--- src/cc_advert_cfg.svh ---
// timing, current and encoding constants for the current advertisement link
`ifndef CC_ADVERT_CFG_SVH
`define CC_ADVERT_CFG_SVH
// ---------------------------------------------------------------
// clock and timing
// ---------------------------------------------------------------
`define CLK_KHZ 50000
`define BUS_ON_WIN_MS 200
`define VBUS_STABLE_MS 10
`define SINK_ADJ_MS 60
`define BMC_UI_CYC 8
`define BMC_HALF_CYC 4
`define BMC_BITS 8
// ---------------------------------------------------------------
// currents in mA and ratings in half watts
// ---------------------------------------------------------------
`define MA_UNCONF 13'h0064
`define MA_USB2 13'h01F4
`define MA_USB3_1L 13'h0384
`define MA_USB3_2L 13'h05DC
`define MA_1A5 13'h05DC
`define MA_3A0 13'h0BB8
`define MA_PER_CODE 13'h0032
`define HW_USB2 8'h05
`define HW_USB3_1L 8'h09
`define HW_1A5 8'h0F
`define HW_3A0 8'h1E
`define HW_THR_1A5 8'h0F
`define HW_THR_3A0 8'h1E
`endif

--- src/cc_advert_pkg.sv ---
// types shared by both ends of the current advertisement link
package cc_advert_pkg;
  // pull-up setting code seen on the configuration channel
  typedef enum logic [1:0] {
    ADV_DEFAULT = 2'h0,
    ADV_1A5 = 2'h1,
    ADV_3A0 = 2'h2,
    ADV_RSVD = 2'h3
  } advert_t;
  // source supply sequencing
  typedef enum logic [1:0] {
    SRC_IDLE = 2'h0,
    SRC_POWER_UP = 2'h1,
    SRC_READY = 2'h3,
    SRC_FAULT = 2'h2
  } src_state_t;
  // usb data rate class of the sink
  typedef enum logic [1:0] {
    RATE_USB2 = 2'h0,
    RATE_USB3_1L = 2'h1,
    RATE_USB3_2L = 2'h2
  } usb_rate_t;
endpackage

--- src/cc_link_if.sv ---
// configuration channel link between source and sink ends
`timescale 1ns/1ps
`default_nettype none
interface cc_link_if;
  import cc_advert_pkg::*;
  advert_t source_pullup_advert; // pull-up setting
  logic vbus_on; // bus power applied
  logic cc_bmc; // bi-phase mark line
  modport source (output source_pullup_advert, output vbus_on, output cc_bmc);
  modport sink (input source_pullup_advert, input vbus_on, input cc_bmc);
endinterface
`default_nettype wire

--- src/cc_source_end.sv ---
// source end: pull-up advertisement policy, bus power and overcurrent guard
`include "cc_advert_cfg.svh"
`timescale 1ns/1ps
`default_nettype none
// Summary of operation
// RQ1 - advertise one of Default, 1.5 A, 3.0 A
// RQ2 - Default means usb configured high-power current
// RQ3 - power-only sink on Default draws 500 mA max
// RQ4 - contract limit supersedes pull-up advertisement at sink
// RQ5 - levels map to 2.5/4.5/7.5/7.5/15 W ratings
// RQ6 - sink tracks changes within sink adjust window
// RQ7 - sink ignores advertisement during a contract
// RQ8 - apply bus power within the power-on window
// RQ9 - source guards against draw above advertisement
// RQ10 - high-current sink keeps decoding the sensed voltage
// RQ11 - charging port able to 1.5 A advertises it
// RQ12 - charging sink without charger uses standard levels
// RQ13 - contract messages use bi-phase mark on channel
// RQ14 - no contract messaging before bus power stable
// RQ15 - outside contract, level follows power rating
// RQ16 - shared charger may start at 1.5 A, raise later
// RQ17 - suspend may drop advertisement to Default
// RQ18 - rev 2 contract: 1.5/3.0 after acknowledged ready
// RQ19 - rev 3 contract: follow collision avoidance setting
// RQ20 - contract over advertisement over charging over base
// RQ21 - leaving contract falls back down that order
// RQ22 - two-bit level code, Default after reset
module cc_source_end #(
  parameter int unsigned VBUS_STABLE_CYC = `VBUS_STABLE_MS * `CLK_KHZ,
  parameter int unsigned SINK_ADJ_CYC = `SINK_ADJ_MS * `CLK_KHZ
) (
  cc_link_if.source LINK,
  input wire logic CLK_SYS,
  input wire logic NRST,
  input wire logic CE,
  input wire logic SOURCE_ATTACHED_STATE,
  input wire logic [7:0] POWER_RATING_WATTS,
  input wire logic BC12_EN,
  input wire logic SUPPORT_3A0,
  input wire logic SHARED_CHARGER,
  input wire logic RAISE_OFFER,
  input wire logic USB_SUSPEND,
  input wire logic PD_EN,
  input wire logic PD_REV3,
  input wire logic CONTRACT_REQ,
  input wire logic [6:0] CONTRACT_CODE,
  input wire logic GOODCRC_PS_RDY,
  input wire logic CA_SINK_TX_OK,
  input wire logic [12:0] DRAW_MA,
  output cc_advert_pkg::advert_t ADVERT,
  output logic VBUS_EN,
  output logic OVERCURRENT,
  output logic CONTRACT_ACTIVE,
  output logic PD_READY
);
  import cc_advert_pkg::*;

  // ---------------------------------------------------------------
  // declarations
  // ---------------------------------------------------------------
  src_state_t state_reg;
  src_state_t state_next;
  advert_t advert_reg;
  advert_t advert_next;
  advert_t rating_level;
  logic [31:0] stable_cnt_reg;
  logic [31:0] adj_cnt_reg;
  logic contract_reg;
  logic ack_seen_reg;
  logic over_limit;
  logic [12:0] limit_ma;
  logic tx_pend_reg;
  logic tx_busy_reg;
  logic [7:0] tx_shift_reg;
  logic [2:0] tx_bit_reg;
  logic [2:0] tx_phase_reg;
  logic bmc_reg;

  // ---------------------------------------------------------------
  // supply sequencing
  // ---------------------------------------------------------------
  // RQ8 power on at attach
  always_comb begin
    state_next = state_reg;
    unique case (state_reg)
      SRC_IDLE: if (SOURCE_ATTACHED_STATE) state_next = SRC_POWER_UP;
      SRC_POWER_UP: if (stable_cnt_reg == VBUS_STABLE_CYC - 1) state_next = SRC_READY;
      SRC_READY: if (over_limit) state_next = SRC_FAULT;
      SRC_FAULT: state_next = SRC_FAULT;
    endcase
    if (!SOURCE_ATTACHED_STATE) begin
      state_next = SRC_IDLE;
    end
    // RQ9 overload trips supply
    if (state_reg == SRC_POWER_UP && over_limit) begin
      state_next = SRC_FAULT;
    end
  end

  always_ff @(posedge CLK_SYS or negedge NRST) begin
    if (!NRST) begin
      state_reg <= SRC_IDLE;
    end else if (CE) begin
      state_reg <= state_next;
    end
  end

  // counts settling time before the link counts as stable
  always_ff @(posedge CLK_SYS or negedge NRST) begin
    if (!NRST) begin
      stable_cnt_reg <= 32'h0000_0000;
    end else if (CE) begin
      if (state_reg != SRC_POWER_UP) begin
        stable_cnt_reg <= 32'h0000_0000;
      end else begin
        stable_cnt_reg <= stable_cnt_reg + 32'h0000_0001;
      end
    end
  end

  // ---------------------------------------------------------------
  // contract tracking
  // ---------------------------------------------------------------
  // RQ14 contract only on stable power
  always_ff @(posedge CLK_SYS or negedge NRST) begin
    if (!NRST) begin
      contract_reg <= 1'b0;
    end else if (CE) begin
      contract_reg <= PD_EN && CONTRACT_REQ && state_reg == SRC_READY;
    end
  end

  // RQ18 wait for acknowledged ready
  always_ff @(posedge CLK_SYS or negedge NRST) begin
    if (!NRST) begin
      ack_seen_reg <= 1'b0;
    end else if (CE) begin
      if (contract_reg && GOODCRC_PS_RDY) begin
        ack_seen_reg <= 1'b1;
      end else if (!contract_reg) begin
        ack_seen_reg <= 1'b0;
      end
    end
  end

  // ---------------------------------------------------------------
  // level selection
  // ---------------------------------------------------------------
  // RQ15 level from power rating
  always_comb begin
    if (POWER_RATING_WATTS >= `HW_THR_3A0 && (SUPPORT_3A0 || PD_EN)) begin
      rating_level = ADV_3A0;
    end else if (POWER_RATING_WATTS >= `HW_THR_1A5) begin
      rating_level = ADV_1A5;
    end else begin
      rating_level = ADV_DEFAULT;
    end
    // RQ16 shared charger starts lower
    if (rating_level == ADV_3A0 && SHARED_CHARGER && !RAISE_OFFER) begin
      rating_level = ADV_1A5;
    end
    // RQ11 charging port without pd
    if (!PD_EN && BC12_EN && rating_level == ADV_3A0 && !SUPPORT_3A0) begin
      rating_level = ADV_1A5;
    end
  end

  // RQ20 contract outranks other sources
  always_comb begin
    advert_next = rating_level;
    if (!SOURCE_ATTACHED_STATE || state_reg == SRC_FAULT) begin
      advert_next = ADV_DEFAULT;
    end else if (contract_reg) begin
      if (PD_REV3) begin
        // RQ19 collision avoidance setting
        advert_next = CA_SINK_TX_OK ? ADV_3A0 : ADV_1A5;
      end else if (ack_seen_reg) begin
        advert_next = (rating_level == ADV_3A0) ? ADV_3A0 : ADV_1A5;
      end else begin
        advert_next = advert_reg;
      end
    end else if (PD_EN && USB_SUSPEND) begin
      // RQ17 suspend drops to default
      advert_next = ADV_DEFAULT;
    end
  end

  // RQ22 default after reset
  // RQ1 one level driven at a time
  always_ff @(posedge CLK_SYS or negedge NRST) begin
    if (!NRST) begin
      advert_reg <= ADV_DEFAULT;
    end else if (CE) begin
      advert_reg <= advert_next;
    end
  end

  // ---------------------------------------------------------------
  // overcurrent guard
  // ---------------------------------------------------------------
  // RQ2 default is base usb current
  always_comb begin
    unique case (advert_reg)
      ADV_3A0: limit_ma = `MA_3A0;
      ADV_1A5: limit_ma = `MA_1A5;
      default: limit_ma = `MA_USB3_2L;
    endcase
    if (contract_reg) begin
      limit_ma = 13'(CONTRACT_CODE) * `MA_PER_CODE;
    end
  end

  // grace after any advertisement change so the sink can settle; a step down is not a fault
  always_ff @(posedge CLK_SYS or negedge NRST) begin
    if (!NRST) begin
      adj_cnt_reg <= 32'h0000_0000;
    end else if (CE) begin
      if (advert_next != advert_reg) begin
        adj_cnt_reg <= SINK_ADJ_CYC;
      end else if (adj_cnt_reg != 32'h0000_0000) begin
        adj_cnt_reg <= adj_cnt_reg - 32'h0000_0001;
      end
    end
  end

  // RQ9 compare draw with limit
  assign over_limit = DRAW_MA > limit_ma && adj_cnt_reg == 32'h0000_0000;

  // ---------------------------------------------------------------
  // bi-phase mark frame transmitter
  // ---------------------------------------------------------------
  // RQ13 frame on contract change
  always_ff @(posedge CLK_SYS or negedge NRST) begin
    if (!NRST) begin
      tx_pend_reg <= 1'b0;
    end else if (CE) begin
      if ((contract_reg != CONTRACT_ACTIVE) && state_reg == SRC_READY) begin
        tx_pend_reg <= 1'b1; // set wins over the clear below
      end else if (!tx_busy_reg) begin
        tx_pend_reg <= 1'b0;
      end
    end
  end

  // boundary toggle each bit, extra mid-bit toggle for a one
  always_ff @(posedge CLK_SYS or negedge NRST) begin
    if (!NRST) begin
      tx_busy_reg <= 1'b0;
      tx_shift_reg <= 8'h00;
      tx_bit_reg <= 3'h0;
      tx_phase_reg <= 3'h0;
      bmc_reg <= 1'b0;
    end else if (CE) begin
      if (!tx_busy_reg) begin
        if (tx_pend_reg) begin
          tx_busy_reg <= 1'b1;
          tx_shift_reg <= {contract_reg, CONTRACT_CODE};
          tx_bit_reg <= 3'h0;
          tx_phase_reg <= 3'h0;
        end
      end else begin
        if (tx_phase_reg == 3'h0) begin
          bmc_reg <= ~bmc_reg;
        end else if (tx_phase_reg == 3'(`BMC_HALF_CYC) && tx_shift_reg[7]) begin
          bmc_reg <= ~bmc_reg;
        end
        tx_phase_reg <= tx_phase_reg + 3'h1;
        if (tx_phase_reg == 3'(`BMC_UI_CYC - 1)) begin
          tx_shift_reg <= {tx_shift_reg[6:0], 1'b0};
          tx_bit_reg <= tx_bit_reg + 3'h1;
          if (tx_bit_reg == 3'(`BMC_BITS - 1)) begin
            tx_busy_reg <= 1'b0;
          end
        end
      end
    end
  end

  // ---------------------------------------------------------------
  // registered outputs
  // ---------------------------------------------------------------
  // RQ8 supply follows sequencing
  always_ff @(posedge CLK_SYS or negedge NRST) begin
    if (!NRST) begin
      VBUS_EN <= 1'b0;
      OVERCURRENT <= 1'b0;
      CONTRACT_ACTIVE <= 1'b0;
      PD_READY <= 1'b0;
    end else if (CE) begin
      VBUS_EN <= state_next == SRC_POWER_UP || state_next == SRC_READY;
      OVERCURRENT <= state_next == SRC_FAULT;
      CONTRACT_ACTIVE <= contract_reg;
      PD_READY <= state_reg == SRC_READY;
    end
  end

  assign ADVERT = advert_reg;
  assign LINK.source_pullup_advert = advert_reg;
  assign LINK.vbus_on = VBUS_EN;
  assign LINK.cc_bmc = bmc_reg;
endmodule
`default_nettype wire

--- src/flat_wrapper.sv ---
// flat-port wrapper written by rule: the top's interface ports become plain ports
module cc_source_end_flat import cc_advert_pkg::*;
#(
  parameter int unsigned VBUS_STABLE_CYC = `VBUS_STABLE_MS * `CLK_KHZ,
  parameter int unsigned SINK_ADJ_CYC = `SINK_ADJ_MS * `CLK_KHZ
)
  (CLK_SYS, NRST, CE, SOURCE_ATTACHED_STATE, POWER_RATING_WATTS, BC12_EN, SUPPORT_3A0, SHARED_CHARGER, RAISE_OFFER, USB_SUSPEND, PD_EN, PD_REV3, CONTRACT_REQ, CONTRACT_CODE, GOODCRC_PS_RDY, CA_SINK_TX_OK, DRAW_MA, ADVERT, VBUS_EN, OVERCURRENT, CONTRACT_ACTIVE, PD_READY, LINK_source_pullup_advert, LINK_vbus_on, LINK_cc_bmc);
  cc_link_if LINK_i ();
  input wire logic CLK_SYS;
  input wire logic NRST;
  input wire logic CE;
  input wire logic SOURCE_ATTACHED_STATE;
  input wire logic [7:0] POWER_RATING_WATTS;
  input wire logic BC12_EN;
  input wire logic SUPPORT_3A0;
  input wire logic SHARED_CHARGER;
  input wire logic RAISE_OFFER;
  input wire logic USB_SUSPEND;
  input wire logic PD_EN;
  input wire logic PD_REV3;
  input wire logic CONTRACT_REQ;
  input wire logic [6:0] CONTRACT_CODE;
  input wire logic GOODCRC_PS_RDY;
  input wire logic CA_SINK_TX_OK;
  input wire logic [12:0] DRAW_MA;
  output cc_advert_pkg::advert_t ADVERT;
  output logic VBUS_EN;
  output logic OVERCURRENT;
  output logic CONTRACT_ACTIVE;
  output logic PD_READY;
  output wire logic [$bits(LINK_i.source_pullup_advert)-1:0] LINK_source_pullup_advert;
  output wire logic [$bits(LINK_i.vbus_on)-1:0] LINK_vbus_on;
  output wire logic [$bits(LINK_i.cc_bmc)-1:0] LINK_cc_bmc;
  assign LINK_source_pullup_advert = LINK_i.source_pullup_advert;
  assign LINK_vbus_on = LINK_i.vbus_on;
  assign LINK_cc_bmc = LINK_i.cc_bmc;
  cc_source_end #(.VBUS_STABLE_CYC(VBUS_STABLE_CYC), .SINK_ADJ_CYC(SINK_ADJ_CYC)) u_core (.LINK(LINK_i), .CLK_SYS(CLK_SYS), .NRST(NRST), .CE(CE), .SOURCE_ATTACHED_STATE(SOURCE_ATTACHED_STATE), .POWER_RATING_WATTS(POWER_RATING_WATTS), .BC12_EN(BC12_EN), .SUPPORT_3A0(SUPPORT_3A0), .SHARED_CHARGER(SHARED_CHARGER), .RAISE_OFFER(RAISE_OFFER), .USB_SUSPEND(USB_SUSPEND), .PD_EN(PD_EN), .PD_REV3(PD_REV3), .CONTRACT_REQ(CONTRACT_REQ), .CONTRACT_CODE(CONTRACT_CODE), .GOODCRC_PS_RDY(GOODCRC_PS_RDY), .CA_SINK_TX_OK(CA_SINK_TX_OK), .DRAW_MA(DRAW_MA), .ADVERT(ADVERT), .VBUS_EN(VBUS_EN), .OVERCURRENT(OVERCURRENT), .CONTRACT_ACTIVE(CONTRACT_ACTIVE), .PD_READY(PD_READY));
endmodule
--- config.mk ---
export PLATFORM = sky130hd
export DESIGN_NAME = cc_source_end_flat
export DESIGN_NICKNAME = d
export VERILOG_FILES = /design/src/cc_advert_pkg.sv /design/src/cc_link_if.sv /design/src/cc_source_end.sv /design/src/flat_wrapper.sv
export VERILOG_INCLUDE_DIRS = /design/src
export SDC_FILE = /design/constraint.sdc
export NUM_CORES = 1
export LEC_CHECK = 0
export BUFFER_PORTS_ARGS = -buffer_cell sky130_fd_sc_hd__buf_2
export CAP_MARGIN = 20
export CORE_ASPECT_RATIO = 0.5
export CORE_MARGIN = 5
export CORE_UTILIZATION = 30
export CTS_BUF_LIST = sky130_fd_sc_hd__clkbuf_4
export DETAILED_ROUTE_END_ITERATION = 16
export GPL_TIMING_DRIVEN = 0
export PLACE_DENSITY_LB_ADDON = 0.1
export SKIP_CTS_REPAIR_TIMING = 1
export SLEW_MARGIN = 20
export SYNTH_ARGS = -nofsm -noshare
export SYNTH_HDL_FRONTEND = slang
export SYNTH_SLANG_ARGS = --single-unit
--- constraint.sdc ---
create_clock -name CLK_SYS -period 7.49 [get_ports CLK_SYS]
set_input_delay 0.3745 -clock CLK_SYS [delete_from_list [all_inputs] [get_ports CLK_SYS]]
set_output_delay 0.3745 -clock CLK_SYS [all_outputs]
set_load 0.01 [all_outputs]
==> run_results.csv <==
group,metric,value,unit
timing,final-hold-violation-count,0,
clock_network,cts-htree-levels,3,
clock_network,numCtsBuffers,9,
layout,stdcell_count,941,
route,via_per_inst,4.978,
global_routing,overflow,0,
synthesis,synth_warnings,0,
synthesis,seq_area_frac_synth,0.3967,
global_routing,groute.usage.overall,0.1375,
clock_network,cts_buffer_depth,2,
global_routing,antenna_found_initial,0,
critical_path,cp.buffers_inverters,1,
global_routing,grt_max_degree,67,
synthesis,synthCells,615,
synthesis,syn_area,5677,um^2
power_and_ir_drop,power_frac_seq,0.477,
place,port_buffers,50,
route,dr.pass1.iters,4,
clock_network,path_clk_slew,0.16,ns
timing,fmax,247.3,MHz
timing,min_period_over_period,0.5398,
critical_path,worstPathCellList,"buf_2 > ha_1 > ha_1 > fa_1 > ha_1 > a21oi_1 > o21bai_1 > a21oi_1 > o21bai_1 > a21oi_1 > xnor2_1 > nand2_1 > ha_1 > nand2_1 > a21oi_1 > o21ai_0 > a221o_1 > a21o_1 > a32o_1",
critical_path,endpoint_kind,"flip-flop",
place,dp_cells,925,
synthesis,synth_flop_cell,"dfrtp_1",
critical_path,worstPathArrival,4.44,ns
outcome,status,"complete, no violations",
clock_network,clock-sinks,90,
layout,synthToLayoutAreaGrowth,14.11,%
critical_path,slowest_stage,"fa_1",
timing,slew_viol_final,0,
die,core,18480,um^2
critical_path,cp_data_required_time,7.89,ns
timing,tns,0,ns
critical_path,worstSetupPathType,"input port to flip-flop",
power_and_ir_drop,powerDensity,178.1,nW/um^2
synthesis,synth_adder_area_share,0.1040,
layout,drive_gt1_frac,0.1378,
power_and_ir_drop,p_leak,0.002727,uW
synthesis,synth-seq-cells,90,
die,fp-row-count,35,
power_and_ir_drop,ir_drop,0.00007124,V
critical_path,crit_fanout,4,
die,die_width,204.5,um
critical_path,cp_slowest_stage_delay,0.48,ns
critical_path,crit_path_start_kind,"input port",
timing,worstMarginPinSlew,0.8263,ns
route,route.detailed.wl_per_inst,15.52,um
synthesis,synthXorXnorAreaFrac,0.05246,
synthesis,synthMuxAreaShare,0.02160,
synthesis,synth-compound-area-share,0.1684,
job,maxCapViolCount,0,
clock_network,root_buffer,"clkbuf_4",
place,hpwl,10770,um
timing,fin_crit,4.043,ns
clock_network,cts_tree,"built",
synthesis,synth_top_family_by_area,"simple AND/OR/NAND/NOR gates",
timing,slew-limit-headroom,0.4449,
power_and_ir_drop,pwr-share-clk,0.308,
timing,setup_viol_count_final,0,
layout,fin_util,0.3505,
synthesis,synth_simple_gate_area_frac,0.2147,
route,post-route-drc-count,0,
timing,skew,0.02518,ns
place,place_ws,2.931,ns
power_and_ir_drop,switchingPower,362.6,uW
clock_network,insertion_delay,0.50,ns
die,fp.dieH,107.3,um
power_and_ir_drop,swShare,0.3143,
synthesis,ys_async_sr_fraction,1.000,
route,drtIter0Drc,152,
synthesis,synth_edf_count,0,
die,dieArea,21940,um^2
power_and_ir_drop,power_frac_comb,0.215,
timing,timing.final.ws_setup,3.447,ns
critical_path,crit_family,"compound AO/OA/AOI/OAI gates",
global_routing,grt_pass1_vias,4625,
route,routed_wl,14610,um
power_and_ir_drop,internal-power,791.0,uW
die,ios,52,
synthesis,avgSynthCellArea,9.230,um^2
route,ant_nets,0,
layout,final_nets,766,
synthesis,syn-num-nets,703,
route,via_count,4684,
layout,diodes,0,
timing,rsz0062_at_grt,"no",
global_routing,grt_pass1_wl,24240,um
die,start_util,0.3072,
min_path,hold_path_class,"input port to flip-flop",
synthesis,synth.distinct_cells,69,
place,globalplace.congestion,0.7837,
[final cells by class]
type                       count  area, um^2
multi-input combinational    470        3186
clock buffer                   9       67.56
timing repair buffer          52       294.0
sequential                    90        2252
buffer                        25       126.4
clock inverter                 6       115.1
fill                        1956       12000
tap                          259       324.1
inverter                      30       112.6
[Yosys cell counts (6+ instances only)]
library cell  instances  area share
nand4_1              11       0.012
nor2b_1               7      0.0077
a21oi_1              43       0.038
ha_1                 44       0.097
or3_1                19       0.021
nand2_1              45       0.030
xnor2_1              17       0.026
nand3_1              19       0.017
nand2b_1              9      0.0099
xor2_1               17       0.026
o211ai_1              7      0.0093
or4_1                12       0.016
o21ai_0              42       0.037
mux2i_1              10       0.018
o31ai_1              14       0.019
inv_1                30       0.020
dfrtp_1              90        0.40
nor4_1                6      0.0066
buf_4                 6      0.0079
nor3_1               18       0.016
clkbuf_1             13      0.0086
nor2_1               51       0.034
[metal layers]
| metal | part of all wire | vias to the layer above | routed length, um | track usage |
|---|---|---|---|---|
| met5 | 0 | - | 0 | 0 |
| met4 | 0.0074 | 0 | 108 | 0.02150 |
| met3 | 0.022 | 9 | 319 | 0.03522 |
| met2 | 0.47 | 31 | 6883 | 0.2269 |
| met1 | 0.50 | 2282 | 7294 | 0.1867 |
| li1 | - | 2362 | - | - |
[worst reg2reg max path, delay by kind of cell (launching register included)]
family | cells | cell delay (ns)
AOI/OAI and AO/OA | 7 | 1.98
DFF | 1 | 0.58
buffers and inverters | 2 | 0.48
and+or+nand+nor | 1 | 0.13
[layout by cell type, fill, tap and decap left out, types with 13 or more instances in the layout]
cell / instances
nand2_1: 45
clkbuf_1: 13
buf_2: 50
or3_1: 19
nand3_1: 19
nor3_1: 18
inv_1: 30
o21ai_0: 42
o31ai_1: 14
a21oi_1: 43
dfrtp_1: 90
xnor2_1: 17
xor2_1: 17
ha_1: 44
nor2_1: 51
[power by group through the flow]
stage                     logic [uW]  clock network [uW]  registers [uW]
final                            248                 355             551
after global routing             288                 391             557
after CTS                        254                 372             551
after detailed placement         252                   0             561
after global placement           248                   0             561
after floorplan                  167                   0             554
[worst paths after layout]
check                                                       end  cells after the start                               start  slack, ns
max                             u_core.state_reg[0]$_DFFE_PN0P_                     19                    CONTRACT_CODE[2]       3.45
min in group asynchronous  u_core.stable_cnt_reg[3]$_DFFE_PN0P_                      2                                NRST       0.28
max reg2reg                  u_core.adj_cnt_reg[29]$_DFFE_PN0P_                     10     u_core.state_reg[0]$_DFFE_PN0P_       4.26
max in group asynchronous    u_core.adj_cnt_reg[15]$_DFFE_PN0P_                      3                                NRST       6.54
min                             u_core.ack_seen_reg$_DFFE_PN0P_                      3                      GOODCRC_PS_RDY       0.15
min reg2reg                  u_core.tx_shift_reg[1]$_DFFE_PN0P_                      2  u_core.tx_shift_reg[1]$_DFFE_PN0P_       0.50
[cells by family (layout without fill, tap and decap cells)]
kind of cell	Yosys count	in the layout
and+or+nand+nor	227	227
AOI/OAI and AO/OA	151	151
DFF	90	90
buffers and inverters	55	122
adders and majority gates	46	46
xor gates and xnor gates	34	34
muxes	12	12
[through the flow]
| stage | cell area, um^2 | total power (uW) | hold WS, ns |
|---|---|---|---|
| global placement | 6251 | 808.4 | 0.4653 |
| global route | 6477 | 1236 | 0.1392 |
| detailed placement | 6285 | 813.0 | 0.2636 |
| finish | 6477 | 1154 | 0.1512 |
| CTS | 6467 | 1178 | -0.3147 |
| floorplan | 5677 | 721.8 | 0.07891 |
No activity file was read; power rests on OpenSTA's default activity.
